**config.mk**
```make
export PLATFORM = sky130hd
export DESIGN_NAME = ssc_spi_slave
export DESIGN_NICKNAME = d
export VERILOG_FILES = /design/src/rtl/ssc_pkg.sv /design/src/rtl/ssc_spi_slave.sv /design/src/rtl/ssc_sync.sv
export SDC_FILE = /design/constraint.sdc
export NUM_CORES = 1
export LEC_CHECK = 0
export BUFFER_PORTS_ARGS = -buffer_cell sky130_fd_sc_hd__buf_2
export CAP_MARGIN = 5
export CORE_MARGIN = 3
export CORE_UTILIZATION = 30
export DETAILED_ROUTE_END_ITERATION = 8
export SLEW_MARGIN = 10
export SYNTH_ARGS = -nofsm -noshare
export SYNTH_HDL_FRONTEND = slang
export SYNTH_SLANG_ARGS = --single-unit
```
**constraint.sdc**
```tcl
create_clock -name clk -period 2.7 [get_ports clk]
set_input_delay 0.405 -clock clk [delete_from_list [all_inputs] [get_ports clk]]
set_output_delay 0.405 -clock clk [all_outputs]
set_load 0.05 [all_outputs]
```
**src/rtl/ssc_pkg.sv**
```systemverilog
// Constants and types shared by the sensor command port
package ssc_pkg;
   localparam int FRAME_BITS  = 32;
   localparam int OP_BITS     = 8;
   localparam int ADDR_BITS   = 8;
   localparam int DATA_BITS   = 16;
   localparam int ECHO_DELAY  = 8;
   localparam int READ_EDGE   = 17;
   localparam int CNT_W       = 6;
   localparam logic [CNT_W-1:0] CNT_FRAME = 6'h20;
   localparam logic [CNT_W-1:0] CNT_OP    = 6'h08;
   localparam logic [CNT_W-1:0] CNT_ADDR  = 6'h10;
   localparam logic [CNT_W-1:0] CNT_OVER  = 6'h21;
   localparam logic [CNT_W-1:0] CNT_RST   = 6'h00;
   localparam logic [2:0] SYNC_RST        = 3'h4;
   localparam int CLK_NS        = 25;
   localparam int SCLK_MIN_NS   = 8000;
   localparam int SCLK_MIN_CYC  = (SCLK_MIN_NS + CLK_NS - 1) / CLK_NS;

   typedef enum logic [2:0] {
      CMD_NONE        = 3'b000,
      CMD_REG_STORE   = 3'b001,
      CMD_REG_FETCH   = 3'b010,
      CMD_NVM_STORE   = 3'b011,
      CMD_NVM_WIPE    = 3'b100,
      CMD_NVM_FETCH   = 3'b101,
      CMD_NVM_BSTORE  = 3'b110,
      CMD_NVM_BWIPE   = 3'b111
   } ssc_cmd_t;
endpackage

```
**src/rtl/ssc_spi_slave.sv**
```systemverilog
// Serial command port slave: framing, echo, read return and decode
// How it works
// - A command is exactly 32 bits: 8 opcode, 8 address, 16 data, in order.
// - The port is always slave and never drives the serial clock or select.
// - Select falling opens a frame and select rising after 32 clocks ends it.
// - The input line is sampled on each rising serial clock edge.
// - On a write the opcode, address and first data byte echo 8 clocks late.
// - Select rising before the 32nd clock aborts and the command is dropped.
// - On a read the opcode echo is followed directly by the data word.
// - Output bits are valid at rising edges, where the master takes them.
// - Read data starts on the 17th rising edge after select falls.
// - The first eight bits are the opcode, bit 7 first.
// - Register fetch decodes from opcode bits 6 to 2 only, register store from bits 6, 5, 4 and 2.
// - Memory store and wipe operations decode from the upper opcode bits, fetch from bits 6 to 3.
`timescale 1ns/1ps
`default_nettype none
module ssc_spi_slave #(
   parameter int AW = ssc_pkg::ADDR_BITS,
   parameter int DW = ssc_pkg::DATA_BITS
) (
   input  wire logic                clk,
   input  wire logic                rstn,
   input  wire logic                sclk,
   input  wire logic                cs_n,
   input  wire logic                sdi,
   output logic                     sdo,
   output logic                     sdo_oe,
   output logic                     cmd_valid,
   output ssc_pkg::ssc_cmd_t        cmd_kind,
   output logic [AW-1:0]            cmd_addr,
   output logic [DW-1:0]            cmd_data,
   output logic                     rd_req,
   output ssc_pkg::ssc_cmd_t        rd_kind,
   output logic [AW-1:0]            rd_addr,
   input  wire logic [DW-1:0]       rd_data
);
   localparam int CW = ssc_pkg::CNT_W;

   logic [2:0]                       lvl;
   logic [2:0]                       rse;
   logic [2:0]                       fll;
   logic [ssc_pkg::FRAME_BITS-1:0]   shreg;
   logic [CW-1:0]                    bit_cnt;
   logic [ssc_pkg::OP_BITS-1:0]      opcode;
   logic [DW-1:0]                    dshift;
   ssc_pkg::ssc_cmd_t                kind;

   // Link pins other than sdo are only ever inputs here
   ssc_sync #(.W(3), .RST_VAL(ssc_pkg::SYNC_RST)) u_sync (
      .clk      (clk),
      .rstn     (rstn),
      .async_in ({cs_n, sclk, sdi}),
      .level    (lvl),
      .rise     (rse),
      .fall     (fll)
   );

   wire cs_n_s    = lvl[2];
   wire cs_end    = rse[2];
   wire sdi_s     = lvl[0];
   wire sclk_rise = rse[1] & ~cs_n_s;
   wire sclk_fall = fll[1] & ~cs_n_s;
   wire cnt_full  = (bit_cnt == ssc_pkg::CNT_OVER);
   wire op_done   = sclk_rise && (bit_cnt == ssc_pkg::CNT_OP - 6'h01);
   wire addr_done = sclk_rise && (bit_cnt == ssc_pkg::CNT_ADDR - 6'h01);
   wire [ssc_pkg::OP_BITS-1:0] next_opcode = {shreg[6:0], sdi_s};
   wire is_read   = (kind == ssc_pkg::CMD_REG_FETCH) ||
                    (kind == ssc_pkg::CMD_NVM_FETCH);
   wire in_data   = bit_cnt >= ssc_pkg::CNT_ADDR &&
                    bit_cnt < ssc_pkg::CNT_FRAME;
   wire echo_on   = bit_cnt >= ssc_pkg::CNT_OP &&
                    bit_cnt < ssc_pkg::CNT_FRAME;
   wire frame_ok  = cs_end && (bit_cnt == ssc_pkg::CNT_FRAME);

   // Opcode decode; register patterns first, memory patterns after
   wire dec_reg_st = opcode[6] & ~opcode[5] & opcode[4] & ~opcode[2];
   wire dec_reg_fe = opcode[6:2] == 5'h12;
   wire dec_nvm_st = opcode[7:4] == 4'h1;
   wire dec_nvm_wp = opcode[7:5] == 3'h1;
   wire dec_nvm_fe = opcode[6:3] == 4'h1;
   wire dec_nvm_bs = opcode[7:4] == 4'h9;
   wire dec_nvm_bw = opcode[7:5] == 3'h5;

   always_comb begin
      if (dec_reg_st)
         kind = ssc_pkg::CMD_REG_STORE;
      else if (dec_reg_fe)
         kind = ssc_pkg::CMD_REG_FETCH;
      else if (dec_nvm_st)
         kind = ssc_pkg::CMD_NVM_STORE;
      else if (dec_nvm_wp)
         kind = ssc_pkg::CMD_NVM_WIPE;
      else if (dec_nvm_fe)
         kind = ssc_pkg::CMD_NVM_FETCH;
      else if (dec_nvm_bs)
         kind = ssc_pkg::CMD_NVM_BSTORE;
      else if (dec_nvm_bw)
         kind = ssc_pkg::CMD_NVM_BWIPE;
      else
         kind = ssc_pkg::CMD_NONE;
   end

   // Bit counter saturates past a full frame so overlong frames fail
   always_ff @(posedge clk or negedge rstn) begin
      if (!rstn) begin
         bit_cnt <= ssc_pkg::CNT_RST;
      end else if (cs_n_s) begin
         bit_cnt <= ssc_pkg::CNT_RST;
      end else if (sclk_rise && !cnt_full) begin
         bit_cnt <= bit_cnt + 6'h01;
      end
   end

   // Frame shifter, MSB first; opcode held once 8 bits are in
   always_ff @(posedge clk or negedge rstn) begin
      if (!rstn) begin
         shreg  <= '0;
         opcode <= '0;
      end else if (sclk_rise) begin
         shreg <= {shreg[ssc_pkg::FRAME_BITS-2:0], sdi_s};
         if (op_done)
            opcode <= next_opcode;
      end
   end

   // Read fetch requested once the address is complete, data due by fall
   always_ff @(posedge clk or negedge rstn) begin
      if (!rstn) begin
         rd_req  <= 1'b0;
         rd_kind <= ssc_pkg::CMD_NONE;
         rd_addr <= '0;
      end else begin
         rd_req <= addr_done && is_read;
         if (addr_done && is_read) begin
            rd_kind <= kind;
            rd_addr <= {shreg[AW-2:0], sdi_s};
         end
      end
   end

   // Output moves on falling edges so it is settled at each rise
   always_ff @(posedge clk or negedge rstn) begin
      if (!rstn) begin
         sdo    <= 1'b0;
         dshift <= '0;
      end else if (cs_n_s) begin
         sdo    <= 1'b0;
         dshift <= '0;
      end else if (sclk_fall) begin
         if (is_read && bit_cnt == ssc_pkg::CNT_ADDR) begin
            sdo    <= rd_data[DW-1];
            dshift <= {rd_data[DW-2:0], 1'b0};
         end else if (is_read && in_data) begin
            sdo    <= dshift[DW-1];
            dshift <= {dshift[DW-2:0], 1'b0};
         end else if (echo_on) begin
            sdo <= shreg[ssc_pkg::ECHO_DELAY-1];
         end
      end
   end

   assign sdo_oe = ~cs_n_s;

   // Command issued only for an exact frame with a known opcode
   always_ff @(posedge clk or negedge rstn) begin
      if (!rstn) begin
         cmd_valid <= 1'b0;
         cmd_kind  <= ssc_pkg::CMD_NONE;
         cmd_addr  <= '0;
         cmd_data  <= '0;
      end else begin
         cmd_valid <= frame_ok && (kind != ssc_pkg::CMD_NONE);
         if (frame_ok) begin
            cmd_kind <= kind;
            cmd_addr <= shreg[DW+AW-1:DW];
            cmd_data <= shreg[DW-1:0];
         end
      end
   end
endmodule
`default_nettype wire

```
**src/rtl/ssc_sync.sv**
```systemverilog
// Two-flop synchronisers with edge detection behind the second flop
`timescale 1ns/1ps
`default_nettype none
module ssc_sync #(
   parameter int         W       = 3,
   parameter logic [2:0] RST_VAL = ssc_pkg::SYNC_RST
) (
   input  wire logic         clk,
   input  wire logic         rstn,
   input  wire logic [W-1:0] async_in,
   output logic      [W-1:0] level,
   output logic      [W-1:0] rise,
   output logic      [W-1:0] fall
);
   logic [W-1:0] meta;
   logic [W-1:0] last;

   // Only the second stage is looked at by the edge logic
   always_ff @(posedge clk or negedge rstn) begin
      if (!rstn) begin
         meta  <= RST_VAL[W-1:0];
         level <= RST_VAL[W-1:0];
         last  <= RST_VAL[W-1:0];
      end else begin
         meta  <= async_in;
         level <= meta;
         last  <= level;
      end
   end

   assign rise = level & ~last;
   assign fall = ~level & last;
endmodule
`default_nettype wire

```
==> impl_metrics.py, run 1 <==
metrics = {
    "power": {
        "power.share.clock": 0.415,
        "p_sw_mw": 0.6900,
        "p_int_mw": 2.372,
        "comb_power_share": 0.048,
        "p_seq_frac": 0.537,
        "total_leakage_power_nw": 2.512,
        "vdd_ir_drop_max_v": 0.0003160,
        "p_per_area_mw_per_mm2": 625.5,
        "finalPower_mw": 3.062,
        "swShare": 0.2253,
    },
    "sta": {
        "period_share": 0.8096,
        "tightest_slew_ns": 0.7091,
        "finalClockSkew_ns": 0.007873,
        "grt_setup_unrepaired": "no",
        "slew_headroom": 0.5253,
        "finalCriticalPeriod_ns": 2.186,
        "fmax_ghz": 0.4575,
        "tns_ns": 0,
        "hold_violations": 0,
        "finalSetupViolations": 0,
        "slew_violations": 0,
    },
    "yosys": {
        "yosys_warnings": 0,
        "yosysTopAreaCellShare": 0.5850,
        "synth_top_cell_by_area": "dfrtp_1",
        "synthSimpleGateAreaFrac": 0.09349,
        "synth_adder_area_share": 0.009047,
        "synth_compound_area_frac": 0.05308,
        "syn_avg_cell_area_um2": 14.11,
        "synth_xor_area_frac": 0.006333,
        "synthTopCellsByArea": "dfrtp_1, mux2_2, mux2_4",
        "synthFlopType": "dfrtp_1",
        "postSynthCellCount": 294,
        "synth_top_family_by_area": "multiplexers",
        "synthesis.nets": 318,
        "ys_types": 45,
        "ys_ff_latch": 100,
        "synthArstFlopShare": 1.000,
        "synth-seq-area-share": 0.6040,
        "synth_edf_count": 0,
        "syn_area_mm2": 0.004149,
        "synth.mux.area_fraction": 0.1999,
    },
    "floorplan": {
        "die-area_mm2": 0.01528,
        "die_h_um": 123.6,
        "ioPinCount": 63,
        "rows": 42,
        "start_util": 0.3096,
        "die_x_um": 123.6,
        "core_mm2": 0.01340,
    },
    "global_routing": {
        "grt_pass1_wl_um": 13060,
        "grt_start_max_net_pins": 48,
        "grt_use_total": 0.1117,
        "overflow": 0,
        "grt_pass1_vias": 2500,
        "grt_antenna_before_repair": 0,
    },
    "cts": {
        "cts_setup_buffers": 0,
        "htreeDepth": 3,
        "clk_pin_slew_worst_paths_ns": 0.07,
        "numCtsBuffers": 9,
        "cts_tree": "built",
        "clk_path_buf_depth": 2,
        "hold_buffers": 0,
        "insertion_delay_ns": 0.34,
        "ctsResizeCount": 0,
        "cts_root_buffer": "clkbuf_16",
        "clock-sinks": 100,
    },
    "drt": {
        "routed_wl_um": 7883,
        "dr.pass1.iters": 4,
        "drtIter0Drc": 115,
        "drc_errors": 0,
        "via_per_inst": 4.579,
        "post_drt_wl_per_cell_um": 14.76,
        "num_vias": 2445,
        "ant_nets": 0,
    },
    "run": {
        "drv_cap": 0,
    },
    "layout": {
        "fill_cells": 1306,
        "finalNetCount": 379,
        "layout_commonest_cell": "dfrtp_1",
        "drive_gt1_frac": 0.4525,
        "layout_common_cells": "dfrtp_1, buf_2, mux2_2",
        "seq_area_mm2": 0.002506,
        "antennaDiodeCount": 0,
        "multi_input_area_mm2": 0.001506,
        "synthToLayoutAreaGrowth_pct": 18.00,
    },
    "worst_setup_path": {
        "critical_path_class": "reg2reg",
        "arrival_ns": 2.41,
        "critPathLaunchType": "flop",
        "path_max_fanout": 11,
        "cp.required_ns": 2.93,
        "endpoint_kind": "flop",
    },
    "placed_design": {
        "post-dp-hpwl_um": 5368,
        "port_buffers": 62,
        "place_congestion": 0.7644,
    },
    "outcome": {
        "status": "finished, final reports clean",
    },
    "worst_hold_path": {
        "worstHoldPathType": "in2async",
    },
}
power by group through the flow:
stage	combinational (mW)	sequential (mW)	clock [mW]
floorplan	0.0893	1.64	0
global placement	0.145	1.68	0
detailed placement	0.150	1.68	0
CTS	0.151	1.65	1.32
global route	0.166	1.66	1.37
finish	0.146	1.64	1.27
registers in the layout, indices dropped and copies added (netlist names), 3 cells and up:
register,count
shreg,24
cmd_data,16
dshift,15
cmd_addr,8
rd_addr,8
bit_cnt,6
opcode,6
cmd_kind,3
rd_kind,3
u_sync.level,3
u_sync.meta,3
logic make-up after synthesis:
family / after synthesis
adder cells (fa/ha/maj): 3
multiplexers: 71
AO/OA/AOI/OAI: 29
AND/OR/NAND/NOR: 66
buffers and inverters: 22
flip-flops: 100
XOR/XNOR: 3
routing by layer:
metal / global-route usage / routed length, um
met5: 0 / 0
met3: 0.03769 / 483
met1: 0.1561 / 3872
met2: 0.1568 / 3416
met4: 0.04983 / 111
final cells by class:
type | instances | area share
Timing Repair Buffer | 68 | 0.07309
Inverter | 4 | 0.003067
Sequential cell | 100 | 0.5119
Tap cell | 176 | 0.04498
Clock buffer | 10 | 0.04881
Multi-Input combinational cell | 172 | 0.3077
Clock inverter | 4 | 0.01048
worst max-delay path: stages, from the launching register on:
cell and delay (ns):
dfrtp_1 0.47, or4b_4 0.63, a21oi_4 0.17, and4bb_4 0.44
mux2_2 0.37
through the flow:
stage / worst slack [ns] / util / instance area, um^2 / hold WS (ns) / cells
final: 0.5141 / 0.3654 / 4896 / 0.05684 / 534
after detailed placement: 0.5067 / 0.3437 / 4606 / 0.3355 / 520
after global routing: 0.4406 / 0.3654 / 4896 / 0.09945 / 534
after floorplan: 0.6685 / - / 4149 / 0.1094 / 294
after global placement: 0.5545 / 0.3437 / 4606 / 0.3348 / 520
after CTS: 0.5040 / 0.3654 / 4896 / 0.07755 / 534
synth_stat cells, types with 2 or more instances:
| cell | count |
|---|---|
| dfrtp_1 | 97 |
| mux2_2 | 59 |
| nand2_1 | 33 |
| a22oi_1 | 14 |
| mux2_4 | 9 |
| nor2_1 | 7 |
| buf_2 | 6 |
| nor3b_1 | 6 |
| inv_1 | 4 |
| a21oi_1 | 3 |
| buf_4 | 3 |
| buf_6 | 3 |
| dfstp_2 | 3 |
| ha_1 | 3 |
| mux2i_1 | 3 |
| nand3_1 | 3 |
| o21ai_0 | 3 |
| xor2_1 | 3 |
| and2_1 | 2 |
| buf_1 | 2 |
| clkbuf_1 | 2 |
| nand4_1 | 2 |
| nor4b_4 | 2 |
path summary, 6_finish.rpt:
check,startpoint,end,slack [ns],cells after the start
worst max-delay path,opcode[5]$_DFFE_PN0P_,rd_addr[7]$_DFFE_PN0P_,0.51,4
worst min-delay path,rstn,dshift[5]$_DFFE_PN0P_,0.06,1
worst max register to register,opcode[5]$_DFFE_PN0P_,rd_addr[7]$_DFFE_PN0P_,0.51,4
worst min register to register,u_sync.meta[1]$_DFF_PN0_,u_sync.level[1]$_DFF_PN0_,0.35,0
max in group asynchronous,rstn,shreg[13]$_DFFE_PN0P_,1.77,2
min in group clk,cs_n,u_sync.meta[2]$_DFF_PN1_,0.16,1
Power figures use the tool's default switching activity.
==> run 2: changes to the inputs <==
Clock period 2.7 ns to 2.2 ns, I/O delays scaled along.
==> run 2 against run 1 <==
Clock skew rose by 0.0023 ns. Count of clock-buffer cells in the layout did not move. Setup slack got worse by 0.39 ns. Critical path type unchanged. Largest cell class unchanged. Highest routed layer unchanged.
==> impl_metrics.py, run 2 (synthesis gave the netlist of run 1 again) <==
metrics = {
    "sta": {
        "slew_violations": 0,
        "finalClockSkew_ns": 0.01016,
        "timing.final.ws_setup_ns": 0.1233,
        "grt_setup_unrepaired": "no",
        "period_share": 0.9440,
        "tightest_slew_ns": 0.5529,
        "finalCriticalPeriod_ns": 2.077,
        "finalSetupViolations": 0,
        "hold_violations": 0,
        "tns_ns": 0,
        "fmax_ghz": 0.4815,
        "slew_headroom": 0.6281,
    },
    "floorplan": {
        "ioPinCount": 63,
        "die_x_um": 123.6,
        "rows": 42,
        "start_util": 0.3096,
        "die_h_um": 123.6,
        "core_mm2": 0.01340,
        "die-area_mm2": 0.01528,
    },
    "cts": {
        "insertion_delay_ns": 0.34,
        "numCtsBuffers": 9,
        "clk_path_buf_depth": 2,
        "ctsResizeCount": 0,
        "cts_tree": "built",
        "clk_pin_slew_worst_paths_ns": 0.07,
        "cts_root_buffer": "clkbuf_16",
        "htreeDepth": 3,
        "clock-sinks": 100,
    },
    "power": {
        "comb_power_share": 0.050,
        "p_int_mw": 2.912,
        "vdd_ir_drop_max_v": 0.0003361,
        "p_seq_frac": 0.532,
        "p_sw_mw": 0.8875,
        "p_per_area_mw_per_mm2": 760.9,
        "power.share.clock": 0.419,
        "swShare": 0.2336,
        "total_leakage_power_nw": 2.565,
        "finalPower_mw": 3.800,
    },
    "worst_setup_path": {
        "cp_num_buf_inv": 0,
        "endpoint_kind": "flop",
        "arrival_ns": 2.30,
        "cp_top_family": "simple AND/OR/NAND/NOR gates",
        "cp.required_ns": 2.43,
        "path_max_fanout": 11,
        "critPathLaunchType": "flop",
        "critical_path_class": "reg2reg",
        "critical-path-max-stage-delay_ns": 0.60,
        "critical_path.cell_chain": "or4b_4 > a21oi_4 > and4bb_4 > mux2_2",
        "slowest_stage": "or4b_4",
    },
    "run": {
        "drv_cap": 0,
    },
    "outcome": {
        "status": "finished, final reports clean",
    },
    "layout": {
        "drive_gt1_frac": 0.4620,
        "largest-register": "shreg",
        "largest_reg_flops": 24,
        "largestRegisters": "shreg x24, cmd_data x16, dshift x15",
        "layout_common_cells": "dfrtp_1, buf_2, mux2_2",
        "antennaDiodeCount": 0,
        "fill_cells": 1324,
        "synthToLayoutAreaGrowth_pct": 20.36,
        "finalNetCount": 387,
        "layout_commonest_cell": "dfrtp_1",
    },
    "placed_design": {
        "place_ws_ns": 0.1265,
        "post-dp-hpwl_um": 5533,
        "port_buffers": 62,
        "place_congestion": 0.7948,
    },
    "global_routing": {
        "grt_pass1_wl_um": 13100,
        "grt_start_max_net_pins": 50,
        "grt_use_total": 0.1123,
        "grt_pass1_vias": 2510,
        "grt_antenna_before_repair": 0,
        "overflow": 0,
    },
    "drt": {
        "post_drt_wl_per_cell_um": 14.69,
        "ant_nets": 0,
        "via_per_inst": 4.551,
        "num_vias": 2476,
        "dr.pass1.iters": 4,
        "drtIter0Drc": 105,
        "routed_wl_um": 7991,
        "drc_errors": 0,
    },
    "worst_hold_path": {
        "worstHoldPathType": "in2reg",
    },
}
## run 2: routing by layer
layer  track usage  part of all wire  routed length [um]  vias up
li1              -                 -                   -     1179
met1        0.1537              0.48                3822     1241
met2        0.1636              0.45                3577       47
met3       0.03361             0.057                 452        9
met4       0.05190             0.017                 137        0
met5             0                 0                   0        -
## run 2: metrics by stage
step	area (um^2)	util	instances	hold WS, ns
after floorplan	4149	-	294	0.03441
after global placement	4683	0.3495	527	0.2555
after detailed placement	4683	0.3495	527	0.2577
after CTS	4994	0.3726	544	0.07341
after global routing	4994	0.3726	544	0.07724
final	4994	0.3726	544	0.09010
## run 2: cell type report
type | count | area [um^2] | area share
clock buffer | 10 | 229.0 | 0.04585
tap | 176 | 220.2 | 0.04410
inverter | 4 | 15.01 | 0.003007
sequential | 100 | 2506 | 0.5019
clock inverter | 6 | 71.32 | 0.01428
multi-input combinational | 172 | 1506 | 0.3017
timing repair buffer | 76 | 445.4 | 0.08920
## run 2: power groups by stage
| stage | registers (mW) | logic (mW) | clock network [mW] |
|---|---|---|---|
| floorplan | 2.01 | 0.110 | 0 |
| global placement | 2.05 | 0.185 | 0 |
| detailed placement | 2.06 | 0.193 | 0 |
| CTS | 2.02 | 0.195 | 1.66 |
| global route | 2.04 | 0.213 | 1.73 |
| finish | 2.02 | 0.188 | 1.59 |
## run 2: worst paths after layout
path	slack [ns]	from	to	depth (start not counted)
min in group asynchronous	0.44	rstn	dshift[6]$_DFFE_PN0P_	2
min	0.09	cs_n	u_sync.meta[2]$_DFF_PN1_	1
max	0.12	opcode[5]$_DFFE_PN0P_	rd_addr[7]$_DFFE_PN0P_	4
min reg2reg	0.35	u_sync.meta[1]$_DFF_PN0_	u_sync.level[1]$_DFF_PN0_	0
max reg2reg	0.12	opcode[5]$_DFFE_PN0P_	rd_addr[7]$_DFFE_PN0P_	4
max in group asynchronous	1.09	rstn	shreg[13]$_DFFE_PN0P_	3
## run 2: what timing repair did
action / CTS / global route
hold endpoints to repair: 23 / 0
hold buffers: 1 / 0
buffers inserted: 0 / 0
## run 2: worst reg2reg max path, stage by stage (launching register included)
cell      delay [ns]
dfrtp_1         0.38
or4b_4          0.60
a21oi_4         0.17
and4bb_4        0.44
mux2_2          0.38
==> run 3: changes to the inputs <==
Settings changed: ABC_AREA set to 1, CORE_UTILIZATION 30 to 56, PLACE_DENSITY set to 0.79.
==> run 3 against run 2 <==
The run now ends with negative hold slack left. Critical path depth up 3. Power shrank 18%. First-iteration DRC count increased by 110%. Register-to-register slack better by 0.11 ns. Sequential share of layout area rose by 3.1 points. Clock power is 35% lower. Clock skew fell by 0.0016 ns.
==> impl_metrics.py, run 3 <==
metrics = {
    "outcome": {
        "status": "complete, but fails checks",
        "violations": "negative hold slack",
    },
    "yosys": {
        "synthesis.nets": 490,
        "synth_top_family_by_area": "simple AND/OR/NAND/NOR gates",
        "synth_top_cell_by_area": "dfrtp_1",
        "synthTopCellsByArea": "dfrtp_1, nand2_1, o21ai_0",
        "synth_most_common_cell": "nand2_1",
        "synth_edf_count": 0,
        "synth_xor_area_frac": 0,
        "synthFlopType": "dfrtp_1",
        "synth-seq-area-share": 0.6072,
        "ys_types": 28,
        "ys_top_cells_by_count": "nand2_1, dfrtp_1, o21ai_0, nand3_1, inv_1",
        "yosys_warnings": 0,
        "synthArstFlopShare": 1.000,
        "synth.mux.area_fraction": 0,
        "postSynthCellCount": 466,
        "yosysTopAreaCellShare": 0.5881,
        "syn_avg_cell_area_um2": 8.858,
        "synth_compound_area_frac": 0.09033,
        "ys_ff_latch": 100,
        "syn_area_mm2": 0.004128,
        "synth_adder_area_share": 0.009094,
        "synthSimpleGateAreaFrac": 0.2322,
    },
    "sta": {
        "hold_violations": 10,
        "tightest_slew_ns": 0.7629,
        "finalCriticalPeriod_ns": 1.968,
        "grt_setup_unrepaired": "no",
        "finalSetupViolations": 0,
        "holdWs_ns": -0.01266,
        "tns_ns": 0,
        "fmax_ghz": 0.5080,
        "finalClockSkew_ns": 0.008524,
        "period_share": 0.8947,
        "slew_violations": 0,
        "slew_headroom": 0.4906,
    },
    "cts": {
        "hold_buffers": 0,
        "clk_pin_slew_worst_paths_ns": 0.10,
        "htreeDepth": 3,
        "numCtsBuffers": 9,
        "insertion_delay_ns": 0.36,
        "clk_path_buf_depth": 2,
        "cts_tree": "built",
        "clock-sinks": 100,
        "cts_root_buffer": "clkbuf_8",
        "cts_setup_buffers": 0,
        "ctsResizeCount": 0,
    },
    "global_routing": {
        "grt_pass1_wl_um": 14370,
        "grt_start_max_net_pins": 101,
        "overflow": 0,
        "grt_use_total": 0.2116,
        "grt_antenna_before_repair": 0,
        "grt_pass1_vias": 3162,
    },
    "placed_design": {
        "post-dp-hpwl_um": 5658,
        "place_congestion": 0.8667,
        "placed_cell_area_mm2": 0.004532,
        "port_buffers": 62,
    },
    "drt": {
        "ant_nets": 0,
        "drc_errors": 0,
        "num_vias": 3245,
        "dr.pass1.iters": 4,
        "post_drt_wl_per_cell_um": 13.26,
        "routed_wl_um": 8301,
        "via_per_inst": 5.184,
        "drtIter0Drc": 225,
    },
    "layout": {
        "synthToLayoutAreaGrowth_pct": 13.85,
        "largestRegisters": "shreg x24, cmd_data x16, dshift x15",
        "largest-register": "shreg",
        "design_area_mm2": 0.004700,
        "finalNetCount": 549,
        "layout_commonest_cell": "nand2_1",
        "antennaDiodeCount": 0,
        "layout_common_cells": "nand2_1, dfrtp_1, buf_2",
        "largest_reg_flops": 24,
        "drive_gt1_frac": 0.1830,
    },
    "worst_setup_path": {
        "cp.required_ns": 2.41,
        "critPathLaunchType": "flop",
        "critical_path_class": "reg2reg",
        "path_max_fanout": 49,
        "arrival_ns": 2.18,
        "endpoint_kind": "flop",
    },
    "floorplan": {
        "die-area_mm2": 0.008437,
        "die_x_um": 91.86,
        "rows": 30,
        "die_h_um": 91.86,
        "ioPinCount": 63,
        "core_mm2": 0.006982,
        "start_util": 0.5912,
    },
    "power": {
        "vdd_ir_drop_max_v": 0.0004763,
        "p_per_area_mw_per_mm2": 659.7,
        "total_leakage_power_nw": 2.449,
    },
    "run": {
        "drv_cap": 0,
    },
    "worst_hold_path": {
        "worstHoldPathType": "in2async",
    },
}
[run 3: worst paths after layout]
path / depth (start not counted) / end / start / slack, ns
max: 7 / cmd_data[1]$_DFFE_PN0P_ / u_sync.level[2]$_DFF_PN1_ / 0.23
min: 2 / rd_addr[3]$_DFFE_PN0P_ / rstn / -0.01
min in group clk: 1 / u_sync.meta[1]$_DFF_PN0_ / sclk / 0.07
min reg2reg: 0 / u_sync.level[1]$_DFF_PN0_ / u_sync.meta[1]$_DFF_PN0_ / 0.36
max reg2reg: 7 / cmd_data[1]$_DFFE_PN0P_ / u_sync.level[2]$_DFF_PN1_ / 0.23
max in group asynchronous: 2 / u_sync.level[2]$_DFF_PN1_ / rstn / 1.80
[run 3: metal layers]
metal  wire (um)  vias up  share of wire  track usage
li1            -     1598              -            -
met1        3813     1559           0.46       0.2819
met5           0        -              0            0
met4         127        0          0.015      0.06436
met2        3929       77           0.47       0.3418
met3         430       11          0.052      0.05660
[run 3: per-stage QoR]
step           setup slack [ns]  hold slack (ns)  total power [mW]    util  cells
2_1_floorplan            0.6465          0.03441             2.015       -    466
3_3_place_gp             0.3278           0.3403             2.107  0.6491    610
3_5_place_dp             0.2424           0.3355             2.112  0.6491    610
4_1_cts                  0.2208          0.03146             3.122  0.6731    626
5_1_grt                 0.06322          0.03588             3.238  0.6731    626
6_report                 0.2316         -0.01266             3.100  0.6731    626
[run 3: power by group]
part / internal (mW) / total, mW / switching (mW)
clock: 0.412 / 1.03 / 0.614
sequential: 1.88 / 1.92 / 0.0304
combinational: 0.0414 / 0.160 / 0.118
total: 2.34 / 3.10 / 0.762
[run 3: cells by family (layout without fill, tap and decap cells)]
logic type,Yosys count,after routing
AOI/OAI and AO/OA,73,73
buffers and inverters,62,126
adders and majority gates,3,3
and+or+nand+nor,228,228
DFF,100,100
[run 3: cell type report]
type	count	area (um^2)
clock buffers	10	127.6
clock inverters	6	40.04
fillers	588	2282
inverters	41	153.9
multi-input cells	304	1374
flip-flops and latches	100	2506
well taps	96	120.1
repair buffers	69	377.9
[run 3: critical path, stage by stage (launching register included)]
cell and delay, ns:
dfstp_2 0.60, inv_2 0.18, nor2_1 0.14, nand2_1 0.09
nor2_4 0.20, inv_2 0.34, nand2_1 0.15, o21ai_0 0.11
